[config.mk]
export PLATFORM = sky130hd
export DESIGN_NAME = pbf_core
export DESIGN_NICKNAME = d
export VERILOG_FILES = /design/src/rtl/pbf_pkg.sv /design/src/rtl/pbf_timer.sv /design/src/rtl/pbf_core.sv
export SDC_FILE = /design/constraint.sdc
export NUM_CORES = 1
export LEC_CHECK = 0
export BUFFER_PORTS_ARGS = -buffer_cell sky130_fd_sc_hd__buf_2
export CORE_MARGIN = 3
export CORE_UTILIZATION = 64
export CTS_BUF_LIST = sky130_fd_sc_hd__clkbuf_2
export DETAILED_ROUTE_END_ITERATION = 8
export GPL_TIMING_DRIVEN = 1
export PLACE_DENSITY = 0.95
export SYNTH_ARGS = -nofsm -noshare
export SYNTH_HDL_FRONTEND = slang
export SYNTH_SLANG_ARGS = --single-unit
[constraint.sdc]
create_clock -name clk -period 16.19 [get_ports clk]
set_input_delay 3.238 -clock clk [delete_from_list [all_inputs] [get_ports clk]]
set_output_delay 3.238 -clock clk [all_outputs]
set_load 0.02 [all_outputs]
[src/rtl/pbf_pkg.sv]
package pbf_pkg;

  // protection functions in fixed order
  localparam int unsigned PBF_NFUNC = 7;
  localparam int unsigned PBF_F_THERM_A = 0;
  localparam int unsigned PBF_F_THERM_T = 1;
  localparam int unsigned PBF_F_OVERCUR = 2;
  localparam int unsigned PBF_F_SHORT = 3;
  localparam int unsigned PBF_F_EARTH_LO = 4;
  localparam int unsigned PBF_F_EARTH_HI = 5;
  localparam int unsigned PBF_F_CBFP = 6;
  localparam int unsigned PBF_NSTAGE = 6;
  localparam int unsigned PBF_NRELAY = 4;

  // per-function blocked flags at reset: only the short-circuit stage
  localparam logic [6:0] PBF_BLOCK_RST = 7'h08;

  // timing
  localparam int unsigned PBF_CLK_HZ = 250_000_000;
  localparam int unsigned PBF_TICK_US = 1000;
  localparam int unsigned PBF_TICK_CYC = PBF_CLK_HZ / 1_000_000 * PBF_TICK_US;
  localparam int unsigned PBF_CBF_MIN_MS = 100;
  localparam int unsigned PBF_CBF_MAX_MS = 2000;
  localparam logic [11:0] PBF_CBF_RST_MS = 12'h0064;
  localparam logic [15:0] PBF_BT_RST_MS = 16'h0064;

  // current threshold in percent of nominal
  localparam int unsigned PBF_THRESH_PCT = 1;

  // blocking style
  typedef enum logic [1:0] {
    PBF_STYLE_PICKUP = 2'b01,
    PBF_STYLE_TRIP = 2'b10
  } pbf_style_e;

  // per-stage measurement from protection logic
  typedef struct packed {
    logic [5:0] pickup;
    logic [5:0] delay_done;
  } pbf_stage_s;

  // relay assignment: alarm and trip masks, one bit per function per relay
  typedef struct packed {
    logic [3:0][6:0] alarm;
    logic [3:0][6:0] trip;
  } pbf_assign_s;

  localparam pbf_assign_s PBF_ASSIGN_RST = '0;

endpackage

[src/rtl/pbf_timer.sv]
`timescale 1ns/1ps
`default_nettype none
module pbf_timer #(
  parameter int unsigned TICK_CYC = 250_000,
  parameter int unsigned W = 16
) (
  // clock and reset
  input wire logic clk,
  input wire logic rst,
  // control
  input wire logic run,
  input wire logic [W-1:0] limit_ms,
  // status
  output logic expired
);
  // elaboration check on parameters
  generate
    if (TICK_CYC < 1 || W < 1 || W > 31) begin : g_bad_param
      $error("pbf_timer: parameter out of range");
    end
  endgenerate

  logic [31:0] pre_q, pre_d;
  logic [W-1:0] cnt_q, cnt_d;
  logic exp_q, exp_d;

  // restart from zero when run drops
  always_comb begin
    pre_d = '0;
    cnt_d = '0;
    exp_d = 1'b0;
    if (run) begin
      exp_d = exp_q || (cnt_q >= limit_ms);
      pre_d = pre_q + 32'd1;
      cnt_d = cnt_q;
      if (pre_q == 32'(TICK_CYC - 1)) begin
        pre_d = '0;
        if (!exp_d) cnt_d = cnt_q + W'(1);
      end
    end
  end

  always_ff @(posedge clk or posedge rst) begin
    if (rst) begin
      pre_q <= '0;
      cnt_q <= '0;
      exp_q <= 1'b0;
    end else begin
      pre_q <= pre_d;
      cnt_q <= cnt_d;
      exp_q <= exp_d;
    end
  end

  assign expired = exp_q;
endmodule
`default_nettype wire

[src/rtl/pbf_core.sv]
// Summary of operation
// RULE1 - breaker supervision idle normally, armed only after a trip is issued
// RULE2 - armed: check all phase currents fall below one percent nominal in time
// RULE3 - breaker fail time setting spans 0.1 s to 2.0 s
// RULE4 - current still at threshold on expiry: declare failure, drive assigned relays
// RULE5 - supervision disarms once all currents are below threshold in time
// RULE6 - blocking input blocks only functions individually marked blockable
// RULE7 - pickup style: blocked stage cannot pick up
// RULE8 - trip style: stage picks up and times, trips after blocking input drops
// RULE9 - trip style, input held: trip when stage delay and block/trip time expire
// RULE10 - block/trip timer runs only with blocking input and trip style
// RULE11 - after block/trip expiry trip only picked-up stages with expired delay
// RULE12 - one blocked flag per function, one global blocking style
// RULE13 - default: only short-circuit stage blocked
// RULE14 - five relays, fifth is self-supervision alarm energized normally
// RULE15 - relays one to four off by default, assignable as alarm or trip
// RULE16 - assignments writable from front panel and serial port
// RULE17 - alarm relays follow pickup, trip relays follow expired delay
// RULE18 - timers count fixed ticks and restart on each new trigger
`timescale 1ns/1ps
`default_nettype none
module pbf_core
  import pbf_pkg::*;
#(
  parameter int unsigned PHASE_W = 16,
  parameter int unsigned TICK_CYC = PBF_TICK_CYC
) (
  // clock and reset
  input wire logic clk,
  input wire logic rst,
  // measured phase currents and nominal current
  input wire logic [2:0][PHASE_W-1:0] phase_current,
  input wire logic [PHASE_W-1:0] nominal_current,
  // protection stages
  input wire pbf_pkg::pbf_stage_s stage,
  // blocking input terminals level
  input wire logic blocking_input_terminals,
  // self-supervision health
  input wire logic supervision_ok,
  // configuration from front panel
  input wire logic panel_cfg_we,
  input wire logic [6:0] panel_function_blocked,
  input wire pbf_pkg::pbf_style_e panel_style,
  input wire logic [11:0] panel_breaker_fail_time,
  input wire logic [15:0] panel_block_trip_time,
  input wire logic panel_assign_we,
  input wire pbf_pkg::pbf_assign_s panel_assign,
  // configuration from serial port
  input wire logic serial_cfg_we,
  input wire logic [6:0] serial_function_blocked,
  input wire pbf_pkg::pbf_style_e serial_style,
  input wire logic [11:0] serial_breaker_fail_time,
  input wire logic [15:0] serial_block_trip_time,
  input wire logic serial_assign_we,
  input wire pbf_pkg::pbf_assign_s serial_assign,
  // status and outputs
  output logic [5:0] stage_pickup_eff,
  output logic [5:0] stage_trip_eff,
  output logic breaker_fail_armed,
  output logic breaker_fail,
  output logic [3:0] relay_out,
  output logic supervision_relay
);
  // elaboration checks on parameters
  generate
    if (PHASE_W < 8 || PHASE_W > 24) begin : g_bad_phase_w
      $error("pbf_core: PHASE_W out of range");
    end
    if (TICK_CYC < 1) begin : g_bad_tick
      $error("pbf_core: TICK_CYC must be at least one");
    end
  endgenerate

  // configuration registers
  logic [6:0] function_blocked_q, function_blocked_d;
  pbf_style_e style_q, style_d;
  logic [11:0] cbf_time_q, cbf_time_d;
  logic [15:0] bt_time_q, bt_time_d;
  pbf_assign_s assign_q, assign_d;

  function automatic logic [11:0] clamp_cbf(input logic [11:0] v);
    if (v < 12'(PBF_CBF_MIN_MS)) return 12'(PBF_CBF_MIN_MS);
    if (v > 12'(PBF_CBF_MAX_MS)) return 12'(PBF_CBF_MAX_MS);
    return v;
  endfunction

  function automatic pbf_style_e legal_style(input pbf_style_e s, input pbf_style_e old);
    if (s == PBF_STYLE_PICKUP || s == PBF_STYLE_TRIP) return s;
    return old;
  endfunction

  // config written from either source, panel wins when both write
  always_comb begin
    function_blocked_d = function_blocked_q;
    style_d = style_q;
    cbf_time_d = cbf_time_q;
    bt_time_d = bt_time_q;
    assign_d = assign_q;
    // RULE16 two sources
    if (serial_cfg_we) begin
      // RULE12 flags and style
      function_blocked_d = serial_function_blocked;
      style_d = legal_style(serial_style, style_q);
      // RULE3 clamp range
      cbf_time_d = clamp_cbf(serial_breaker_fail_time);
      bt_time_d = serial_block_trip_time;
    end
    if (panel_cfg_we) begin
      function_blocked_d = panel_function_blocked;
      style_d = legal_style(panel_style, style_q);
      cbf_time_d = clamp_cbf(panel_breaker_fail_time);
      bt_time_d = panel_block_trip_time;
    end
    // RULE15 assignable relays
    if (serial_assign_we) assign_d = serial_assign;
    if (panel_assign_we) assign_d = panel_assign;
  end

  always_ff @(posedge clk or posedge rst) begin
    if (rst) begin
      // RULE13 default blocking
      function_blocked_q <= PBF_BLOCK_RST;
      style_q <= PBF_STYLE_PICKUP;
      cbf_time_q <= PBF_CBF_RST_MS;
      bt_time_q <= PBF_BT_RST_MS;
      assign_q <= PBF_ASSIGN_RST;
    end else begin
      function_blocked_q <= function_blocked_d;
      style_q <= style_d;
      cbf_time_q <= cbf_time_d;
      bt_time_q <= bt_time_d;
      assign_q <= assign_d;
    end
  end

  // block/trip timer
  logic bt_run;
  logic bt_expired;
  // RULE10 timer start
  assign bt_run = blocking_input_terminals && (style_q == PBF_STYLE_TRIP);

  // RULE18 tick timer
  pbf_timer #(
    .TICK_CYC(TICK_CYC),
    .W(16)
  ) u_bt_timer (
    .clk(clk),
    .rst(rst),
    .run(bt_run),
    .limit_ms(bt_time_q),
    .expired(bt_expired)
  );

  // stage gating
  logic [5:0] blk_stage;
  logic [5:0] pickup_d, trip_d;
  always_comb begin
    // RULE6 selective block
    blk_stage = blocking_input_terminals ? function_blocked_q[5:0] : 6'h00;
    pickup_d = stage.pickup;
    trip_d = stage.pickup & stage.delay_done;
    if (style_q == PBF_STYLE_PICKUP) begin
      // RULE7 no pickup
      pickup_d = stage.pickup & ~blk_stage;
      trip_d = pickup_d & stage.delay_done;
    end else if (bt_expired) begin
      // RULE9 RULE11 release after timeout
      trip_d = stage.pickup & stage.delay_done;
    end else begin
      // RULE8 hold trip
      trip_d = stage.pickup & stage.delay_done & ~blk_stage;
    end
  end

  // breaker failure supervision
  typedef enum logic [2:0] {
    PBF_CBF_IDLE = 3'b001,
    PBF_CBF_ARMED = 3'b010,
    PBF_CBF_FAIL = 3'b100
  } pbf_cbf_e;

  pbf_cbf_e cbf_q, cbf_d;
  logic [5:0] trip_q;
  logic new_trip;
  logic any_high;
  logic cbf_run;
  logic cbf_expired;
  logic cbf_blocked;
  logic [2:0] ph_high;

  // RULE2 one percent test
  function automatic logic at_or_above(input logic [PHASE_W-1:0] ph, input logic [PHASE_W-1:0] nom);
    logic [31:0] scaled;
    scaled = 32'(ph) * 32'(100 / PBF_THRESH_PCT);
    return scaled >= 32'(nom);
  endfunction

  // RULE2 per phase test
  genvar gp;
  generate
    for (gp = 0; gp < 3; gp++) begin : g_phase
      assign ph_high[gp] = at_or_above(phase_current[gp], nominal_current);
    end
  endgenerate

  assign any_high = |ph_high;
  assign new_trip = |(trip_d & ~trip_q);
  assign cbf_blocked = blocking_input_terminals && function_blocked_q[PBF_F_CBFP];
  assign cbf_run = (cbf_q == PBF_CBF_ARMED) && !new_trip;

  always_comb begin
    cbf_d = cbf_q;
    unique case (cbf_q)
      PBF_CBF_IDLE: begin
        // RULE1 arm on trip
        if (new_trip) cbf_d = PBF_CBF_ARMED;
      end
      PBF_CBF_ARMED: begin
        // RULE5 disarm
        if (!any_high) cbf_d = PBF_CBF_IDLE;
        // RULE4 failure
        else if (cbf_expired && !cbf_blocked) cbf_d = PBF_CBF_FAIL;
      end
      PBF_CBF_FAIL: begin
        if (!any_high) cbf_d = PBF_CBF_IDLE;
      end
      default: cbf_d = PBF_CBF_IDLE;
    endcase
  end

  always_ff @(posedge clk or posedge rst) begin
    if (rst) begin
      cbf_q <= PBF_CBF_IDLE;
      trip_q <= '0;
    end else begin
      cbf_q <= cbf_d;
      trip_q <= trip_d;
    end
  end

  // RULE18 restart on new trip
  pbf_timer #(
    .TICK_CYC(TICK_CYC),
    .W(12)
  ) u_cbf_timer (
    .clk(clk),
    .rst(rst),
    .run(cbf_run),
    .limit_ms(cbf_time_q),
    .expired(cbf_expired)
  );

  // relay drive
  logic [6:0] alarm_src, trip_src;
  logic [3:0] relay_d;
  logic fail_d;
  assign fail_d = (cbf_d == PBF_CBF_FAIL);
  assign alarm_src = {1'b0, pickup_d};
  assign trip_src = {fail_d, trip_d};

  always_comb begin
    relay_d = '0;
    // RULE17 alarm on pickup, trip on delay
    for (int r = 0; r < 4; r++) begin
      relay_d[r] = |(assign_q.alarm[r] & alarm_src) | |(assign_q.trip[r] & trip_src);
    end
  end

  logic sup_q, sup_d;
  logic [5:0] pick_q, tripo_q;
  logic armed_q, armed_d, fail_q;
  logic [3:0] relay_q;

  // output register next values
  always_comb begin
    // health passes to relay five
    sup_d = supervision_ok;
    armed_d = (cbf_d == PBF_CBF_ARMED);
  end

  always_ff @(posedge clk or posedge rst) begin
    if (rst) begin
      // RULE15 relays off at reset
      relay_q <= '0;
      sup_q <= 1'b0;
      pick_q <= '0;
      tripo_q <= '0;
      armed_q <= 1'b0;
      fail_q <= 1'b0;
    end else begin
      relay_q <= relay_d;
      // RULE14 supervision relay follows supervision_ok
      sup_q <= sup_d;
      pick_q <= pickup_d;
      tripo_q <= trip_d;
      armed_q <= armed_d;
      fail_q <= fail_d;
    end
  end

  assign relay_out = relay_q;
  assign supervision_relay = sup_q;
  assign stage_pickup_eff = pick_q;
  assign stage_trip_eff = tripo_q;
  assign breaker_fail_armed = armed_q;
  assign breaker_fail = fail_q;
endmodule
`default_nettype wire

==> results_dict.tcl <==
set metrics [dict create \
    finalCritPeriodShare 0.497 \
    start_kind "primary input" \
    via_per_inst 6.17 \
    dr.pass1.iters 8 \
    clock-sinks 205 \
    rr_endpoint "u_cbf_timer.cnt_q[6]" \
    path_clk_slew_ns 0.09 \
    rr_worst_depth 9 \
    nets 2659 \
    hp-start "u_cbf_timer.pre_q[0]" \
    htree_levels 2 \
    port_buffers 280 \
    worst_setup_path_end_kind "register" \
    synth_top_area_frac 0.296 \
    synth_top_family_by_area "adder cells" \
    post_cts_buffers 0 \
    whs_endpoint "u_cbf_timer.pre_q[0]" \
    p_per_area_nw_per_um2 85.7 \
    synthAdderAreaFrac 0.214 \
    via_count 15400 \
    report.final.slew_viol_count 0 \
    syn_avg_cell_area_sq_um 8.96 \
    antenna_found_initial 7 \
    rr_startpoint "style_q[0]" \
    syn_inst 1848 \
    cts_made_buffers 50 \
    drc 0 \
    ys.flop_type "dfrtp_1" \
    hold_path.class "register to register" \
    cp.required_ns 16.79 \
    initial_utilization 0.654 \
    die_h_microns 167 \
    clock_latency_ns 0.79 \
    cp.arrival_ns 8.65 \
    synthTopCellsByArea "dfrtp_1, ha_1, mux2i_1" \
    grt_pass1_vias 15500 \
    status "finished, final reports clean" \
    ys_warn_count 0 \
    synth_most_common_cell "ha_1" \
    cts_tree "built" \
    fillers 1711 \
    synth-simple-area-share 0.159 \
    track_usage 0.307 \
    dpl.cell_count 2403 \
    die_x_microns 167 \
    rows 58 \
    hold_viol 0 \
    drt_wl_total_microns 44200 \
    drt_iter0_drc 1230 \
    ir_drop_v 0.0000561 \
    ys_seq_area_frac 0.310 \
    async_flop_share 1.00 \
    synth_cell_type_count 82 \
    coreArea_sq_um 25300 \
    slew_headroom 0.125 \
    die-area_sq_um 27900 \
    synth_edf_count 0 \
    finalSetupTns_ns 0 \
    setup_viol 0 \
    leakage_nw 9.48 \
    ant_nets 0 \
    ys_ff_latch 205 \
    ctsLongestPathBuffers 3 \
    overflow 0 \
    fin_crit_ns 8.05 \
    synthMuxAreaShare 0.0512 \
    drive_gt1_frac 0.182 \
    critPathMaxFanout 9 \
    netlist_area_sq_um 16600 \
    synth_top_area_cell "dfrtp_1" \
    netlist_top_cells_count "ha_1, dfrtp_1, nand2_1" \
    cts_resized 0 \
    holdBufCountCts 0 \
    gp_congestion 0.928 \
    place.detailed.hpwl_microns 34100 \
    ios 289 \
    maxCapViolations 0 \
    syn_to_final_growth_pct 12.6 \
    cts-root-buf "clkbuf_2" \
    syn_nets 2382 \
    instances_no_fill 2494 \
    grt_start_max_net_pins 136 \
    rrSetupSlack_ns 11.97 \
    holdPathStages 1 \
    rsz0062_at_grt "no" \
    crit_type "primary input to register" \
    power_mw 1.60 \
    avgRoutedWirePerCell_microns 17.7 \
    synth_xor_xnor_area_share 0.0497 \
    synth_compound_area_frac 0.162 \
    timing.fmax_ghz 0.124 \
    grt_pass1_wl_microns 72200 \
    fin_skew_ns 0.0973 \
    worst_slew_pin_slew_ns 1.31 \
]
area by class of cell:
class                           count  area (sq um)  share of cell area
Clock buffer                       72           360              0.0193
Clock inverter                     12          71.3             0.00382
Tap cell                          330           413              0.0221
Timing Repair Buffer              286          1450              0.0775
Sequential cell                   205          5140               0.276
Antenna cell                        7          17.5            0.000939
Inverter                          172           653              0.0350
Multi-Input combinational cell   1410         10600               0.566
per-stage QoR:
stage / setup WS [ns] / hold slack [ns] / utilization / area [sq um]
2_1_floorplan: 7.37 / 0.425 / - / 16600
3_3_place_gp: 7.60 / 0.436 / 0.719 / 18200
3_5_place_dp: 7.45 / 0.453 / 0.719 / 18200
4_1_cts: 8.21 / 0.466 / 0.736 / 18600
5_1_grt: 7.89 / 0.489 / 0.737 / 18700
6_report: 8.14 / 0.463 / 0.737 / 18700
sequential cells by signal, summed over array words and instances (netlist names):
signal,flops
cbf_q,3
u_cbf_timer.pre_q,32
relay_out,4
breaker_fail,1
breaker_fail_armed,1
function_blocked_q,7
cbf_time_q,12
style_q,2
supervision_relay,1
bt_time_q,16
u_cbf_timer.expired,1
u_cbf_timer.cnt_q,12
u_bt_timer.cnt_q,16
u_bt_timer.expired,1
stage_trip_eff,6
u_bt_timer.pre_q,32
stage_pickup_eff,6
assign_q,52
placed cells by master (no fill, tap or decap), types with 9 or more instances in the layout:
cell type,count
nand2_1,182
a211oi_1,11
nor2_1,123
nor4_1,18
o211ai_1,16
buf_2,280
xor2_1,54
nand2b_1,12
or3_1,22
o31ai_1,15
and3_1,27
nor3_1,12
nand3_1,37
a31oi_1,13
clkinv_1,11
xnor2_1,40
clkbuf_2,72
fa_1,33
o21ai_0,150
dfstp_2,9
a22oi_1,12
or4_1,14
dfrtp_1,196
and4_1,11
and2_1,10
nand4_1,33
inv_1,171
a21oi_1,109
ha_1,231
mux2i_1,81
a21o_1,21
cells by family (layout without fill, tap and decap cells):
kind of cell | count (synthesis) | count (layout)
DFF | 205 | 205
buffers and inverters | 233 | 542
other | 0 | 7
xor gates and xnor gates | 94 | 94
AOI/OAI and AO/OA | 431 | 431
muxes | 84 | 84
adders and majority gates | 264 | 264
and+or+nand+nor | 537 | 537
how the worst max path moves through the flow:
stage	start	endpoint	slack (ns)	cells after the start
after CTS	phase_current[4]	relay_out[2]	8.21	22
final	phase_current[4]	relay_out[2]	8.14	22
after detailed placement	phase_current[4]	relay_out[2]	7.45	22
after global routing	phase_current[6]	relay_out[3]	7.89	22
after global placement	phase_current[6]	relay_out[0]	7.60	22
after floorplan	rst	assign_q[0]	7.37	1
routing by layer:
layer	share of wire	GRT usage
met4	0.045	0.128
met5	0.00025	0
met1	0.40	0.389
met3	0.075	0.0589
met2	0.48	0.518
critical path, cell delays in order:
cell and delay (ns):
buf_2 0.13, ha_1 0.30, ha_1 0.28, inv_1 0.05, fa_1 0.50, inv_1 0.05
ha_1 0.34, a21o_1 0.19, a221o_1 0.44, nand3_1 0.15, nand2_1 0.08, xor2_1 0.16
ha_1 0.29, nand3_1 0.14, nor4_1 0.07, o21ai_0 0.10, o211ai_1 0.15, or4b_1 0.47
or4_1 0.54, nor4_2 0.46, nand2_2 0.24, a31o_1 0.28
power by group:
group          leakage [nW]  switching (mW)  internal [mW]
Combinational          6.51           0.410          0.280
Sequential             2.64          0.0200          0.544
Clock                 0.330           0.211          0.133
Power figures use the tool's default switching activity.
